File: src/hdl/pfcs_pkg.sv
/*
 package for the parallel flash host controller: command codes, unlock
 addresses, bus timing counts, request and status carriers.
 assumes a 10 MHz system clock.
*/
package pfcs_pkg;
   // ----------------------------------------
   // clock and timing
   // ----------------------------------------
   localparam int PFCS_CLK_NS = 100; // clock period in ns
   localparam int PFCS_STROBE_NS = 200; // write strobe low width, ns
   localparam int PFCS_STROBE_CYC = (PFCS_STROBE_NS + PFCS_CLK_NS - 1) / PFCS_CLK_NS;
   localparam int PFCS_READ_NS = 200; // read access wait, covers read_cycle_time
   localparam int PFCS_READ_CYC = (PFCS_READ_NS + PFCS_CLK_NS - 1) / PFCS_CLK_NS;
   localparam int PFCS_PROG_US = 20; // longest byte program time
   localparam int PFCS_PROG_CYC = PFCS_PROG_US * 1000 / PFCS_CLK_NS;
   localparam int PFCS_ERASE_MS = 200; // poll give-up limit for erase, chosen
   localparam int PFCS_ERASE_CYC = PFCS_ERASE_MS * 10000;
   // ----------------------------------------
   // bus widths
   // ----------------------------------------
   localparam int PFCS_AW = 19; // address width, top_address_line is bit 18
   localparam int PFCS_CMD_AW = 15; // decoded low address bits
   localparam int PFCS_SECT_LSB = 12; // sector select starts at this bit
   // ----------------------------------------
   // unlock addresses and command data
   // ----------------------------------------
   localparam logic [14:0] PFCS_ADDR_A = 15'h5555;
   localparam logic [14:0] PFCS_ADDR_B = 15'h2aaa;
   localparam logic [7:0] PFCS_D_UNLOCK1 = 8'haa;
   localparam logic [7:0] PFCS_D_UNLOCK2 = 8'h55;
   localparam logic [7:0] PFCS_D_PROG = 8'ha0;
   localparam logic [7:0] PFCS_D_ERASE = 8'h80;
   localparam logic [7:0] PFCS_D_SECT = 8'h30;
   localparam logic [7:0] PFCS_D_CHIP = 8'h10;
   localparam logic [7:0] PFCS_D_ID = 8'h90;
   localparam logic [7:0] PFCS_D_EXIT = 8'hf0;
   localparam logic [18:0] PFCS_ID_MFR_ADDR = 19'h00000;
   localparam logic [18:0] PFCS_ID_DEV_ADDR = 19'h00001;
   localparam int PFCS_TOGGLE_BIT = 6; // alternating_status_bit position
   localparam int PFCS_POLL_BIT = 7; // complement_poll_bit position
   // ----------------------------------------
   // user operations and carriers
   // ----------------------------------------
   typedef enum logic [2:0] {
      PFCS_OP_READ, PFCS_OP_PROG, PFCS_OP_SECT, PFCS_OP_CHIP,
      PFCS_OP_ID_ENTRY, PFCS_OP_ID_EXIT, PFCS_OP_ID_EXIT_LONG
   } pfcs_op_t;
   typedef struct packed {
      pfcs_op_t op; // operation
      logic [18:0] addr; // byte, sector or id address
      logic [7:0] data; // program data
   } pfcs_req_t;
   typedef struct packed {
      logic [7:0] data; // read data
      logic timeout; // program or erase never finished
   } pfcs_rsp_t;
   typedef struct packed {
      logic [18:0] addr; // address pins
      logic [7:0] data; // data driven on a write
   } pfcs_cyc_t;
endpackage : pfcs_pkg

File: src/hdl/pfcs_cycle.sv
/*
 one bus cycle on the flash pins: a write strobe or a timed read.
 assumes the flash data pins are returned through a two-stage synchroniser.
*/
`timescale 1ns/1ns
`default_nettype none
module pfcs_cycle
   import pfcs_pkg::*;
(
   input wire logic clk,
   input wire logic rst,
   input wire logic start, // one-cycle request
   input wire logic is_write, // write when high, read when low
   input wire pfcs_pkg::pfcs_cyc_t cyc, // address and write data
   input wire logic [7:0] dq_sync, // synchronised data pins
   output logic done, // one-cycle end pulse
   output logic [7:0] rdata, // captured read data
   output logic [18:0] addr_o, // address pins
   output logic [7:0] dq_o, // data pins out
   output logic dq_oe, // data drive enable
   output logic ce_n, // chip select, low active
   output logic oe_n, // output gate, low active
   output logic we_n // write strobe, low active
);
   // ----------------------------------------
   // cycle sequencer
   // ----------------------------------------
   typedef enum logic [1:0] {PFCS_C_IDLE, PFCS_C_SETUP, PFCS_C_ACT, PFCS_C_HOLD} pfcs_cst_t;
   pfcs_cst_t st_q;
   logic [3:0] cnt_q; // phase length counter
   logic wr_q; // kind of current cycle
   // read waits two extra cycles for the synchroniser
   wire [3:0] act_len = wr_q ? 4'(PFCS_STROBE_CYC) : 4'(PFCS_READ_CYC + 2);
   wire act_end = (st_q == PFCS_C_ACT) && (cnt_q == act_len - 4'h1);

   // phase advance and pin drive; strobe width far above the 5 ns glitch limit
   always_ff @(posedge clk or posedge rst) begin
      if (rst) begin
         st_q <= PFCS_C_IDLE;
         cnt_q <= 4'h0;
         wr_q <= 1'b0;
         done <= 1'b0;
         rdata <= 8'h00;
         addr_o <= 19'h00000;
         dq_o <= 8'h00;
         dq_oe <= 1'b0;
         ce_n <= 1'b1;
         oe_n <= 1'b1;
         we_n <= 1'b1;
      end else begin
         done <= 1'b0;
         unique case (st_q)
            PFCS_C_IDLE: if (start) begin
               // address first, strobes high; oe stays high on writes
               st_q <= PFCS_C_SETUP;
               wr_q <= is_write;
               addr_o <= cyc.addr;
               dq_o <= cyc.data;
               dq_oe <= is_write;
            end
            PFCS_C_SETUP: begin
               st_q <= PFCS_C_ACT;
               cnt_q <= 4'h0;
               ce_n <= 1'b0;
               we_n <= ~wr_q;
               oe_n <= wr_q;
            end
            PFCS_C_ACT: begin
               cnt_q <= cnt_q + 4'h1;
               if (act_end) begin
                  // rising strobe latches data; one hold cycle follows
                  st_q <= PFCS_C_HOLD;
                  we_n <= 1'b1;
                  oe_n <= 1'b1;
                  ce_n <= 1'b1;
                  rdata <= dq_sync;
               end
            end
            PFCS_C_HOLD: begin
               st_q <= PFCS_C_IDLE;
               dq_oe <= 1'b0;
               done <= 1'b1;
            end
         endcase
      end
   end

   // the phase counter is four bits wide; refuse a read length it cannot hold or a zero strobe
   if (PFCS_STROBE_CYC < 1 || PFCS_READ_CYC + 2 > 15) begin : g_bad_timing
      $error("bad cycle timing");
   end

   strobe_width_a: assert property (@(posedge clk) disable iff (rst)
      $fell(we_n) |-> !we_n [*2] ##1 we_n) else $error("write strobe width wrong");
   write_gate_a: assert property (@(posedge clk) disable iff (rst)
      !we_n |-> !ce_n && oe_n && dq_oe) else $error("write without gating");
   read_gate_a: assert property (@(posedge clk) disable iff (rst)
      !oe_n |-> !ce_n && we_n && !dq_oe) else $error("read while driving");
endmodule // pfcs_cycle
`default_nettype wire

File: src/hdl/pfcs_host.sv
/*
 host controller for a byte-wide parallel flash: issues unlock command
 sequences, polls the alternating status bit, reads array and id codes.
 assumes the flash pins are asynchronous; data pins come back unsynchronised.
*/
// Operation
// status bit six alternates while busy
// alternation stops when the operation finishes
// polling starts after fourth or sixth strobe
// strobes far longer than glitch width
// no write with oe low or ce high
// program uses three unlock writes first
// erase uses six writes, sector or chip
// unlock guard always on, never bypassed
// device aborts bad sequence within read time
// id entry uses aa, 55, 90 writes
// id codes at address zero and one
// id exit by f0 alone or long
// id exit ignored while device busy
// device restarts in normal read mode
// only low fifteen address bits decoded
// sector chosen by top bits down to twelve
// device drives data only when selected
// write needs ce low, oe high, we low
// bit seven complements data while busy
// commands ignored while device busy
// address latched on fall, data on rise
// byte program finishes within 20 us
// array data returns after completion
`timescale 1ns/1ns
`default_nettype none
module pfcs_host
   import pfcs_pkg::*;
#(
   parameter int PROG_LIMIT = PFCS_PROG_CYC, // program poll limit, cycles
   parameter int ERASE_LIMIT = PFCS_ERASE_CYC // erase poll limit, cycles
)(
   input wire logic clk,
   input wire logic rst,
   input wire logic req_valid, // start an operation
   input wire pfcs_pkg::pfcs_req_t req, // operation and operands
   output logic req_ready, // idle, request taken when valid
   output logic rsp_valid, // one-cycle completion pulse
   output pfcs_pkg::pfcs_rsp_t rsp, // read data and timeout flag
   output logic [18:0] flash_addr, // address pins
   input wire logic [7:0] flash_dq_i, // data pins in
   output logic [7:0] flash_dq_o, // data pins out
   output logic flash_dq_oe, // high while host drives data
   output logic flash_ce_n, // chip select
   output logic flash_oe_n, // output gate
   output logic flash_we_n // write strobe
);
   // ----------------------------------------
   // data pin synchroniser
   // ----------------------------------------
   logic [7:0] dq_s1_q, dq_s2_q;
   always_ff @(posedge clk or posedge rst) begin
      if (rst) begin
         dq_s1_q <= 8'h00;
         dq_s2_q <= 8'h00;
      end else begin
         dq_s1_q <= flash_dq_i;
         dq_s2_q <= dq_s1_q;
      end
   end

   // ----------------------------------------
   // sequence control
   // ----------------------------------------
   typedef enum logic [2:0] {PFCS_IDLE, PFCS_WRITE, PFCS_POLL1, PFCS_POLL2,
                             PFCS_READ, PFCS_DONE} pfcs_st_t;
   pfcs_st_t st_q;
   pfcs_req_t op_q; // held request
   logic [2:0] step_q; // write index within sequence
   logic [2:0] nsteps_q; // writes in this sequence
   logic [7:0] tog_q; // previous poll sample
   logic [31:0] wait_q; // poll cycle counter
   logic timeout_q;
   logic cyc_start_q, cyc_wr_q;
   pfcs_cyc_t cyc_q;
   logic cyc_done;
   logic [7:0] cyc_rdata;

   // write count per operation
   function automatic logic [2:0] seq_len(input pfcs_op_t op);
      unique case (op)
         PFCS_OP_PROG: seq_len = 3'd4;
         PFCS_OP_SECT, PFCS_OP_CHIP: seq_len = 3'd6;
         PFCS_OP_ID_ENTRY, PFCS_OP_ID_EXIT_LONG: seq_len = 3'd3;
         PFCS_OP_ID_EXIT: seq_len = 3'd1;
         default: seq_len = 3'd0;
      endcase
   endfunction

   // address and data of write n; upper unlock bits held at zero
   function automatic pfcs_cyc_t seq_word(input pfcs_req_t r, input logic [2:0] n);
      pfcs_cyc_t c;
      c.addr = {4'h0, (n == 3'd1 || n == 3'd4) ? PFCS_ADDR_B : PFCS_ADDR_A};
      c.data = (n == 3'd1 || n == 3'd4) ? PFCS_D_UNLOCK2 : PFCS_D_UNLOCK1;
      if (n == 3'd2) begin
         unique case (r.op)
            PFCS_OP_PROG: c.data = PFCS_D_PROG;
            PFCS_OP_SECT, PFCS_OP_CHIP: c.data = PFCS_D_ERASE;
            PFCS_OP_ID_ENTRY: c.data = PFCS_D_ID;
            default: c.data = PFCS_D_EXIT;
         endcase
      end
      if (r.op == PFCS_OP_PROG && n == 3'd3) begin
         c.addr = r.addr;
         c.data = r.data;
      end
      if (n == 3'd5) begin
         // sector from top_address_line down to bit twelve
         c.addr = (r.op == PFCS_OP_SECT) ? {r.addr[18:PFCS_SECT_LSB], 12'h000}
                                          : {4'h0, PFCS_ADDR_A};
         c.data = (r.op == PFCS_OP_SECT) ? PFCS_D_SECT : PFCS_D_CHIP;
      end
      if (r.op == PFCS_OP_ID_EXIT) begin
         c.addr = 19'h00000;
         c.data = PFCS_D_EXIT;
      end
      return c;
   endfunction

   wire last_write = (step_q == nsteps_q - 3'd1);
   wire busy_op = (op_q.op == PFCS_OP_PROG) || (op_q.op == PFCS_OP_SECT) ||
                  (op_q.op == PFCS_OP_CHIP);
   wire toggling = tog_q[PFCS_TOGGLE_BIT] != cyc_rdata[PFCS_TOGGLE_BIT];
   wire [31:0] limit = (op_q.op == PFCS_OP_PROG) ? 32'(PROG_LIMIT) : 32'(ERASE_LIMIT);
   wire poll_addr_sel = (op_q.op == PFCS_OP_PROG);
   wire [18:0] poll_addr = poll_addr_sel ? op_q.addr : 19'h00000;

   // operation sequencer; a new request is refused until done
   always_ff @(posedge clk or posedge rst) begin
      if (rst) begin
         st_q <= PFCS_IDLE;
         op_q <= '0;
         step_q <= 3'd0;
         nsteps_q <= 3'd0;
         tog_q <= 8'h00;
         wait_q <= 32'd0;
         timeout_q <= 1'b0;
         cyc_start_q <= 1'b0;
         cyc_wr_q <= 1'b0;
         cyc_q <= '0;
         req_ready <= 1'b1;
         rsp_valid <= 1'b0;
         rsp <= '0;
      end else begin
         cyc_start_q <= 1'b0;
         rsp_valid <= 1'b0;
         if (st_q != PFCS_IDLE && st_q != PFCS_DONE) wait_q <= wait_q + 32'd1;
         unique case (st_q)
            PFCS_IDLE: if (req_valid) begin
               op_q <= req;
               req_ready <= 1'b0;
               step_q <= 3'd0;
               nsteps_q <= seq_len(req.op);
               wait_q <= 32'd0;
               timeout_q <= 1'b0;
               cyc_start_q <= 1'b1;
               cyc_wr_q <= (req.op != PFCS_OP_READ);
               cyc_q <= (req.op == PFCS_OP_READ) ? pfcs_cyc_t'{addr: req.addr, data: 8'h00}
                                                 : seq_word(req, 3'd0);
               st_q <= (req.op == PFCS_OP_READ) ? PFCS_READ : PFCS_WRITE;
            end
            PFCS_WRITE: if (cyc_done) begin
               if (!last_write) begin
                  // full unlock prefix each time, guard is never skipped
                  step_q <= step_q + 3'd1;
                  cyc_start_q <= 1'b1;
                  cyc_q <= seq_word(op_q, step_q + 3'd1);
               end else if (busy_op) begin
                  // status valid after last strobe rose
                  st_q <= PFCS_POLL1;
                  wait_q <= 32'd0;
                  cyc_start_q <= 1'b1;
                  cyc_wr_q <= 1'b0;
                  cyc_q <= '{addr: poll_addr, data: 8'h00};
               end else
                  st_q <= PFCS_DONE;
            end
            PFCS_POLL1: if (cyc_done) begin
               tog_q <= cyc_rdata;
               st_q <= PFCS_POLL2;
               cyc_start_q <= 1'b1;
            end
            PFCS_POLL2: if (cyc_done) begin
               if (!toggling) begin
                  // toggle stopped: read true data
                  st_q <= PFCS_READ;
                  cyc_start_q <= 1'b1;
               end else if (wait_q >= limit) begin
                  // program or erase overran its poll limit; 20 us for program
                  timeout_q <= 1'b1;
                  st_q <= PFCS_DONE;
               end else begin
                  // still alternating, sample again
                  tog_q <= cyc_rdata;
                  cyc_start_q <= 1'b1;
               end
            end
            PFCS_READ: if (cyc_done) begin
               rsp.data <= cyc_rdata; // id codes at 0 and 1
               st_q <= PFCS_DONE;
            end
            PFCS_DONE: begin
               rsp.timeout <= timeout_q;
               rsp_valid <= 1'b1;
               req_ready <= 1'b1;
               st_q <= PFCS_IDLE;
            end
         endcase
      end
   end

   // ----------------------------------------
   // bus cycle engine
   // ----------------------------------------
   pfcs_cycle u_cycle (
      .clk(clk),
      .rst(rst),
      .start(cyc_start_q),
      .is_write(cyc_wr_q),
      .cyc(cyc_q),
      .dq_sync(dq_s2_q),
      .done(cyc_done),
      .rdata(cyc_rdata),
      .addr_o(flash_addr),
      .dq_o(flash_dq_o),
      .dq_oe(flash_dq_oe),
      .ce_n(flash_ce_n),
      .oe_n(flash_oe_n),
      .we_n(flash_we_n)
   );

   // a zero limit would time out every poll at once; a negative one wraps to a huge unsigned limit and never times out
   if (PROG_LIMIT < 1 || ERASE_LIMIT < 1) begin : g_bad_limit
      $error("poll limits must be positive");
   end

   unlock_first_a: assert property (@(posedge clk) disable iff (rst)
      (st_q == PFCS_WRITE && step_q == 3'd0 && op_q.op != PFCS_OP_ID_EXIT && cyc_start_q)
      |-> cyc_q.data == PFCS_D_UNLOCK1 && cyc_q.addr[14:0] == PFCS_ADDR_A)
      else $error("sequence not opened by unlock");
   unlock_second_a: assert property (@(posedge clk) disable iff (rst)
      (st_q == PFCS_WRITE && step_q == 3'd1 && cyc_start_q)
      |-> cyc_q.data == PFCS_D_UNLOCK2 && cyc_q.addr[14:0] == PFCS_ADDR_B)
      else $error("second unlock wrong");
   erase_last_a: assert property (@(posedge clk) disable iff (rst)
      (st_q == PFCS_WRITE && step_q == 3'd5 && cyc_start_q)
      |-> cyc_q.data == ((op_q.op == PFCS_OP_SECT) ? PFCS_D_SECT : PFCS_D_CHIP))
      else $error("erase command wrong");
   poll_after_a: assert property (@(posedge clk) disable iff (rst)
      (st_q == PFCS_WRITE && cyc_done && last_write && busy_op) |=> st_q == PFCS_POLL1)
      else $error("no status poll after last write");
   stop_read_a: assert property (@(posedge clk) disable iff (rst)
      (st_q == PFCS_POLL2 && cyc_done && !toggling) |=> st_q == PFCS_READ && cyc_start_q)
      else $error("toggle end missed");
   busy_block_a: assert property (@(posedge clk) disable iff (rst)
      (st_q != PFCS_IDLE) |-> !req_ready)
      else $error("request taken while busy");
endmodule // pfcs_host
`default_nettype wire

File: config.mk
export PLATFORM = sky130hd
export DESIGN_NAME = pfcs_host
export DESIGN_NICKNAME = d
export VERILOG_FILES = /design/src/hdl/pfcs_pkg.sv /design/src/hdl/pfcs_cycle.sv /design/src/hdl/pfcs_host.sv
export SDC_FILE = /design/constraint.sdc
export NUM_CORES = 1
export LEC_CHECK = 0
export ABC_CLOCK_PERIOD_IN_PS = 5500
export BUFFER_PORTS_ARGS = -buffer_cell sky130_fd_sc_hd__buf_4
export CAP_MARGIN = 0
export CORE_AREA = 2 2 127 129
export CTS_CLUSTER_SIZE = 30
export DETAILED_ROUTE_END_ITERATION = 6
export DIE_AREA = 0 0 129 131
export PLACE_DENSITY = 0.75
export SLEW_MARGIN = 20
export SYNTH_ARGS = -nofsm -noshare
export SYNTH_HDL_FRONTEND = slang
export SYNTH_SLANG_ARGS = --single-unit
File: constraint.sdc
create_clock -name clk -period 5.5 [get_ports clk]
set_input_delay 0.55 -clock clk [delete_from_list [all_inputs] [get_ports clk]]
set_output_delay 0.55 -clock clk [all_outputs]
set_load 0.05 [all_outputs]
==> flow_summary.yaml, run 1 <==
synthesis:
  yosys.area.top_type_share_pct: 53.3
  synth_seq_area_share_pct: 54.6
  synth_edf_count: 0
  yosys-top-cells-count: "dfrtp_1 (172), nand2_1 (161), nor2_1 (78)"
  synthFlopType: "dfrtp_1"
  synth_cell_types: 65
  netlist_area_um2: 8080
  yosysWarnings: 0
  synth_area_leaders: "dfrtp_1 (53%), nand2_1 (7.5%), mux2_2 (7.0%)"
  yosysMostFrequentCell: "dfrtp_1"
  synth_cells: 796
  syn_avg_cell_area_um2: 10.1
  ys_seq_elements: 176
  async_flop_share_pct: 100
  synth_area_leader_cell: "dfrtp_1"
  synth_fp_nets: 849
finish:
  nFillCells: 1319
  diodes: 0
  multi_input_area_um2: 3420
  final_cell_area_um2: 9420
  drive_above_1_share_pct: 21.6
  seq_area_um2: 4410
  nNetsFinal: 919
  area_delta_synth_final_pct: 16.7
clock_tree:
  clk_path_buf_depth: 2
  numCtsBuffers: 17
  insertion_delay_ps: 430
  post_cts_buffers: 0
  cts_tree: "done"
  cts.repair.resized: 0
  clkTransAtPathRegs_ps: 70
  h-tree-depth: 4
  clock-sinks: 176
  cts_root_buf: "clkbuf_16"
  hold_buffers: 0
setup_path:
  critPathKind: "reg2reg"
  cp_slowest_cell: "a311o_1"
  cp.required_ps: 5850
  cp_slowest_stage_delay_ps: 510
  cp_cell_sequence: "ha_1 -> xnor2_1 -> nand3_1 -> a311o_1 -> nor3_1 -> nor2_1 -> a31oi_1"
  critical_path_arrival_ps: 3080
  critPathLaunchType: "register"
  rrSetupSlack_ps: 2770
  path_max_fanout: 11
  cp-end-kind: "register"
sta:
  timing.final.crit_share_pct: 49.7
  period_minus_slack_ps: 2730
  setup_tns_ps: 0
  rsz0062_at_grt: "no"
  hold_violations: 0
  worstMarginPinSlew_ps: 828
  fmax_mhz: 366
  relSlewSlack_pct: 44.7
  slew_violations: 0
  finalSetupViolations: 0
  skew_ps: 9.82
place:
  place_area_um2: 8870
  hpwl_mm: 11.2
  place.gp.congestion: 0.873
  portBuffers: 82
floorplanning:
  die-area_um2: 16900
  dieHeight_um: 131
  core_um2: 15600
  start_util_pct: 51.8
  num_io_pins: 83
  dieWidth_um: 129
  num_rows: 46
grt:
  grt_pass1_vias: 5510
  grt_overflow: 0
  grt_start_max_net_pins: 98
  grtUsageTotal_pct: 20.8
  grt_first_pass_wirelength_mm: 27.3
  antenna_found_initial: 0
pwr:
  p_leak_nw: 4.30
  p_per_area_nw_per_um2: 640
  ir_drop_uv: 274
routing:
  drcViolationCount: 0
  ant_nets: 0
  wire_per_inst_um: 15.2
  vias: 5823
  wl_mm: 16.6
  drtIter0Drc: 569
  avgViaCountPerCell: 5.32
  firstDrtPassIters: 5
flow_run:
  cap_violations: 0
min_path:
  hold_class: "in2reg"
status:
  outcome: "finished, final reports clean"
==> state kept, by name (all words and copies together) (netlist names), 2 cells and up <==
name,count
cyc_q,27
dq_s1_q,8
dq_s2_q,8
nsteps_q,3
op_q,30
rsp,9
st_q,3
step_q,3
u_cycle.addr_o,19
u_cycle.cnt_q,4
u_cycle.dq_o,8
u_cycle.rdata,8
u_cycle.st_q,2
wait_q,32
==> metrics by stage <==
step | utilization, % | setup WS, ps | instances | total power [mW] | hold slack [ps]
2_1_floorplan | - | 183 | 796 | 4.21 | 331
3_3_place_gp | 56.9 | 2930 | 1063 | 4.83 | 331
3_5_place_dp | 56.9 | 2870 | 1063 | 4.89 | 335
4_1_cts | 60.4 | 2820 | 1095 | 6.06 | 213
5_1_grt | 60.4 | 2590 | 1095 | 6.46 | 210
6_report | 60.4 | 2770 | 1095 | 6.03 | 222
==> where the power goes <==
group          total (mW)  switching (mW)  internal (mW)
clock network        1.14           0.505          0.639
logic                2.61            1.63          0.986
registers            2.27           0.432           1.84
total                6.03            2.56           3.47
==> cell usage in the layout (no fill, tap or decap), types with 6 or more instances in the layout <==
cell / n
xor2_1: 29
nand2b_1: 6
a22oi_1: 6
inv_1: 22
nand2_1: 161
buf_4: 89
ha_1: 12
nand4_1: 8
a21oi_1: 31
nor2b_1: 8
and3_1: 10
o21ai_0: 32
mux2_2: 50
dfrtp_1: 172
nor2_1: 77
a31oi_1: 17
xnor2_1: 9
clkbuf_16: 17
nor3_1: 7
nand3_1: 23
==> critical path, delay by kind of cell, from the launching register on <==
| family | cells | cell delay [ps] |
|---|---|---|
| AOI/OAI and AO/OA | 2 | 740 |
| adders and majority gates | 1 | 310 |
| DFF | 1 | 440 |
| and+or+nand+nor | 3 | 880 |
| xor gates and xnor gates | 1 | 290 |
==> layer usage <==
layer,GRT usage [%],wire (µm)
met5,0,0
met4,7.93,279
met3,3.83,717
met2,32.4,7840
met1,29.3,7790
==> worst paths after layout <==
path                                     from               end  depth (start not counted)
min in group asynchronous                 rst  u_cycle.rdata[7]                          2
max in group asynchronous                 rst         wait_q[0]                          3
worst min-delay path            flash_dq_i[3]        dq_s1_q[3]                          1
worst max-delay path                step_q[0]         cyc_q[10]                          7
worst min register to register     dq_s1_q[3]        dq_s2_q[3]                          0
worst max register to register      step_q[0]         cyc_q[10]                          7
==> logic make-up after synthesis <==
group / Yosys count / share of synthesized area (%)
compound gates: 124 / 10.2
buf+inv: 62 / 3.05
simple gates: 329 / 18.4
flops: 176 / 54.6
xor+xnor: 39 / 4.43
mux: 54 / 7.48
fa+ha+maj: 12 / 1.86
==> layout make-up <==
class,instances,share of cell area (%)
Inverter,24,1.01
Multi-Input combinational cell,558,36.3
Timing Repair Buffer,89,7.09
Sequential cell,176,46.8
Clock inverter,11,1.12
Clock buffer,21,4.78
Tap cell,216,2.87
No activity file was read; power rests on OpenSTA's default activity.
==> inputs of run 2 (changes only) <==
--- a/config.mk
+++ b/config.mk
@@ -5,14 +5,14 @@
 export SDC_FILE = /design/constraint.sdc
 export NUM_CORES = 1
 export LEC_CHECK = 0
-export ABC_CLOCK_PERIOD_IN_PS = 5500
+export ABC_CLOCK_PERIOD_IN_PS = 2750
 export BUFFER_PORTS_ARGS = -buffer_cell sky130_fd_sc_hd__buf_4
 export CAP_MARGIN = 0
-export CORE_AREA = 2 2 127 129
+export CORE_AREA = 2 2 121 123
 export CTS_CLUSTER_SIZE = 30
 export DETAILED_ROUTE_END_ITERATION = 6
-export DIE_AREA = 0 0 129 131
-export PLACE_DENSITY = 0.75
+export DIE_AREA = 0 0 123 125
+export PLACE_DENSITY = 0.78
 export SLEW_MARGIN = 20
 export SYNTH_ARGS = -nofsm -noshare
 export SYNTH_HDL_FRONTEND = slang
==> constraint.sdc (replaced) <==
create_clock -name clk -period 2.75 [get_ports clk]
set_input_delay 0.275 -clock clk [delete_from_list [all_inputs] [get_ports clk]]
set_output_delay 0.275 -clock clk [all_outputs]
set_load 0.05 [all_outputs]
==> run 2 against run 1 <==
Via count rose by 1.7%. Highest routed layer unchanged. Cell count fell by 1.3%. Critical path type unchanged. Combinational power rose by 110%.
==> flow_summary.yaml, run 2 (synthesized netlist as in run 1, its figures left out) <==
sta:
  worstMarginPinSlew_ps: 688
  hold_violations: 0
  finalSetupViolations: 0
  rsz0062_at_grt: "no"
  timing.final.crit_share_pct: 89.7
  slew_violations: 0
  relSlewSlack_pct: 54.1
  setup_tns_ps: 0
  fin_ws_ps: 284
  skew_ps: 7.58
  fmax_mhz: 406
  period_minus_slack_ps: 2470
status:
  outcome: "finished, final reports clean"
floorplanning:
  core_um2: 14200
  dieWidth_um: 123
  die-area_um2: 15400
  dieHeight_um: 125
  start_util_pct: 56.9
  num_io_pins: 83
  num_rows: 44
setup_path:
  crit_end: "st_q[2]"
  r2r-start: "op_q[29]"
  cp-end-kind: "register"
  r2r_end: "st_q[2]"
  worst_r2r_path_depth: 8
  rrSetupSlack_ps: 280
  crit_start: "op_q[29]"
  cp.required_ps: 3060
  critPathKind: "reg2reg"
  critPathLaunchType: "register"
  path_max_fanout: 7
  critical_path_arrival_ps: 2780
clock_tree:
  insertion_delay_ps: 430
  clkTransAtPathRegs_ps: 70
  clock-sinks: 176
  cts_root_buf: "clkbuf_16"
  cts_tree: "done"
  post_cts_buffers: 0
  clk_path_buf_depth: 2
  numCtsBuffers: 17
  h-tree-depth: 4
min_path:
  min-delay-start: "req[2]"
  hold_class: "in2reg"
finish:
  largest_reg_flops: 32
  nNetsFinal: 937
  utilization_pct: 67.6
  diodes: 0
  final_common_cell: "dfrtp_1"
  area_delta_synth_final_pct: 18.9
  layout_common_cells: "dfrtp_1 (172), nand2_1 (161), buf_4 (96)"
  largest-register: "wait_q"
  top_regs: "wait_q: 32 flops, op_q: 30 flops, cyc_q: 27 flops"
  drive_above_1_share_pct: 22.6
grt:
  antenna_found_initial: 0
  grt_start_max_net_pins: 74
  grt_first_pass_wirelength_mm: 28.9
  grt_pass1_vias: 5792
  grt_overflow: 0
  grtUsageTotal_pct: 23.7
place:
  hpwl_mm: 11.4
  place_ws_ps: 302
  portBuffers: 82
  place.gp.congestion: 0.901
routing:
  avgViaCountPerCell: 5.48
  wire_per_inst_um: 15.5
  firstDrtPassIters: 5
  vias: 5922
  wl_mm: 16.8
  ant_nets: 0
  drtIter0Drc: 479
  drcViolationCount: 0
pwr:
  p_per_area_nw_per_um2: 1280
  ir_drop_uv: 504
  power_mw: 12.3
  p_leak_nw: 4.40
flow_run:
  cap_violations: 0
==> run 2: how the worst min path moves through the flow <==
| stage | end | cells past startpoint |
|---|---|---|
| 6_report | op_q[2] | 3 |
| 5_1_grt | op_q[3] | 3 |
| 4_1_cts | op_q[2] | 3 |
| 3_5_place_dp | dq_s2_q[4] | 0 |
| 3_3_place_gp | dq_s2_q[0] | 0 |
| 2_1_floorplan | dq_s1_q[0] | 0 |
==> run 2: where the power goes <==
group	internal (mW)	switching, mW	leakage [nW]
Sequential	3.68	0.825	2.13
Combinational	2.04	3.36	1.99
Clock	1.29	1.11	0.282
Total	7.01	5.29	4.40
==> run 2: through the flow <==
step                      hold slack, ps  instances  area (µm²)
after floorplan                      306        796        8080
after global placement               333       1040        8920
after detailed placement             337       1040        8920
after CTS                           11.0       1081        9600
after global routing                16.1       1081        9610
final                               27.9       1081        9610
==> run 2: critical path, cell delays in order, from the launching register on <==
cell      delay (ps)
dfrtp_1          470
nor3b_4          400
inv_2            110
ha_1             290
o41ai_1           70
a211oi_1         140
o31ai_2          380
a31oi_1          160
mux2_1           330
==> run 2: cell type report <==
cell class              count  area, µm²
repair buffers            107        851
well taps                 184        230
inverters                  24       93.8
clock inverters            15        166
multi-input cells         558       3430
clock buffers              17        425
fillers                  1108       4600
flip-flops and latches    176       4410
==> run 2: layer usage <==
layer | up-vias | wire length (µm) | GRT usage, %
met5 | - | 0 | 0
met4 | 0 | 235 | 6.89
met3 | 21 | 729 | 5.06
met2 | 129 | 7770 | 35.1
met1 | 2878 | 8060 | 35.6
li1 | 2894 | - | -
==> run 2: what timing repair did <==
item                                    CTS  global route
hold endpoints to repair                 31             0
hold buffers                              9             0
endpoints found under the setup margin    0             1
gates resized for setup                   0             1
==> inputs of run 3 (changes only) <==
--- a/config.mk
+++ b/config.mk
@@ -7,12 +7,11 @@
 export LEC_CHECK = 0
 export ABC_CLOCK_PERIOD_IN_PS = 2750
 export BUFFER_PORTS_ARGS = -buffer_cell sky130_fd_sc_hd__buf_4
-export CAP_MARGIN = 0
-export CORE_AREA = 2 2 121 123
+export CAP_MARGIN = 20
+export CORE_AREA = 2 2 137 139
 export CTS_CLUSTER_SIZE = 30
 export DETAILED_ROUTE_END_ITERATION = 6
-export DIE_AREA = 0 0 123 125
-export PLACE_DENSITY = 0.78
+export DIE_AREA = 0 0 139 141
 export SLEW_MARGIN = 20
 export SYNTH_ARGS = -nofsm -noshare
 export SYNTH_HDL_FRONTEND = slang
==> run 3 against run 2 <==
Clock power is essentially flat. Combinational power grew 1%. Die area grew 27%. Global-route usage shrank 4.8 points. Critical path type unchanged. Worst setup slack gained 58 ps. Register-to-register slack gained 60 ps. Non-clock buffer count grew 2. Clock skew grew 1.8 ps. Core utilization shrank 15 points.
==> flow_summary.yaml, run 3 (synthesized netlist as in run 1, its figures left out) <==
finish:
  area_delta_synth_final_pct: 20.0
  diodes: 0
  final_cell_area_um2: 9690
  largest_reg_flops: 32
  layout_common_cells: "dfrtp_1 (172), nand2_1 (161), buf_4 (97)"
  largest-register: "wait_q"
  nNetsFinal: 939
  top_regs: "wait_q: 32 flops, op_q: 30 flops, cyc_q: 27 flops"
  drive_above_1_share_pct: 22.7
  final_common_cell: "dfrtp_1"
setup_path:
  cp_cell_sequence: "or2_2 -> a21oi_1 -> o21ai_0 -> o2bb2ai_1 -> nor2_1 -> a31oi_1"
  critical_path_arrival_ps: 2700
  cp_slowest_cell: "dfrtp_1"
  crit_buf_inv: 0
  cp.required_ps: 3050
  critPathLaunchType: "register"
  cp_slowest_stage_delay_ps: 590
  path_max_fanout: 20
  critical-path-top-delay-family: "simple AND/OR/NAND/NOR gates"
  critPathKind: "reg2reg"
  cp-end-kind: "register"
place:
  hpwl_mm: 12.5
  place_area_um2: 9010
  portBuffers: 82
  place.gp.congestion: 0.871
grt:
  antenna_found_initial: 0
  grt_first_pass_wirelength_mm: 29.9
  grt_start_max_net_pins: 82
  grtUsageTotal_pct: 19.0
  grt_overflow: 0
  grt_pass1_vias: 6070
clock_tree:
  clock-sinks: 176
  h-tree-depth: 4
  insertion_delay_ps: 440
  post_cts_buffers: 0
  numCtsBuffers: 17
  cts_tree: "done"
  clk_path_buf_depth: 2
  cts_root_buf: "clkbuf_16"
  clkTransAtPathRegs_ps: 80
routing:
  avgViaCountPerCell: 5.26
  wl_mm: 17.5
  drcViolationCount: 0
  drtIter0Drc: 362
  ant_nets: 0
  firstDrtPassIters: 5
  vias: 5962
  wire_per_inst_um: 15.4
sta:
  slew_violations: 0
  worstMarginPinSlew_ps: 635
  setup_tns_ps: 0
  fmax_mhz: 415
  hold_violations: 0
  relSlewSlack_pct: 57.0
  finalSetupViolations: 0
  rsz0062_at_grt: "no"
  skew_ps: 9.43
  period_minus_slack_ps: 2410
  timing.final.crit_share_pct: 87.6
flow_run:
  cap_violations: 0
floorplanning:
  core_um2: 18300
  dieHeight_um: 141
  num_rows: 50
  start_util_pct: 44.2
  num_io_pins: 83
  dieWidth_um: 139
  die-area_um2: 19600
status:
  outcome: "finished, final reports clean"
pwr:
  internal_power_mw: 7.01
  p_per_area_nw_per_um2: 1270
  ir_drop_uv: 684
  p_leak_nw: 4.41
  combinationalPowerShare_pct: 44.2
  p_sw_mw: 5.35
  p_sw_share_pct: 43.3
  p_seq_share_pct: 36.6
  clockPowerShare_pct: 19.2
min_path:
  hold_class: "in2reg"
## run 3: changes by cell type in the layout (fill, tap and decap cells not counted), sizes merged
cell and delta:
inv -2, clkinv +4, buf +2, bufinv -1
clkinvlp -1
## run 3: worst paths after layout
check	start	endpoint	slack, ps	depth (start not counted)
hold / removal	req[2]	op_q[2]	30	3
setup / recovery	st_q[2]	cyc_q[16]	340	6
min in group asynchronous	rst	wait_q[5]	520	4
setup reg to reg	st_q[2]	cyc_q[16]	340	6
max in group asynchronous	rst	cyc_start_q	1830	4
hold reg to reg	dq_s1_q[3]	dq_s2_q[3]	350	0
## run 3: cell type report
type / count / area [µm²]
Fill cell: 1632 / 8580
Inverter: 24 / 93.8
Multi-Input combinational cell: 558 / 3420
Sequential cell: 176 / 4410
Clock inverter: 15 / 166
Clock buffer: 17 / 425
Tap cell: 234 / 293
Timing Repair Buffer: 109 / 878
## run 3: metrics by stage
stage               instances  util (%)  setup slack (ps)  hold WS [ps]  power [mW]
finish                   1133      53.0               342          28.6        12.4
global route             1133      53.0              90.3          22.1        13.3
CTS                      1133      53.0               343          13.2        12.5
floorplan                 796         -               226           306        8.43
global placement         1092      49.3               387           334        9.86
detailed placement       1092      49.3               364           339        10.0
## run 3: repair_timing
item	CTS	global route
resized for setup	0	0
setup endpoints to repair	0	0
hold buffers	9	0
hold endpoints to repair	32	0
## run 3: tightest hold or removal path: cells and delay by family
family	cells	cell delay, ps
AND/OR/NAND/NOR	2	80
buffers and inverters	1	80
## run 3: power groups by stage
stage | Combinational, mW | Clock (mW) | Sequential (mW)
floorplan | 3.19 | 0 | 5.23
global placement | 5.35 | 0 | 4.51
detailed placement | 5.47 | 0 | 4.57
CTS | 5.51 | 2.43 | 4.53
global route | 6.05 | 2.55 | 4.69
finish | 5.46 | 2.37 | 4.52
## run 3: metal layers
| metal | vias up | GRT usage, % | part of all wire [%] |
|---|---|---|---|
| li1 | 2883 | - | - |
| met5 | - | 0 | 0 |
| met3 | 24 | 4.45 | 3.9 |
| met4 | 0 | 6.49 | 1.9 |
| met1 | 2942 | 24.0 | 44 |
| met2 | 113 | 32.2 | 50 |
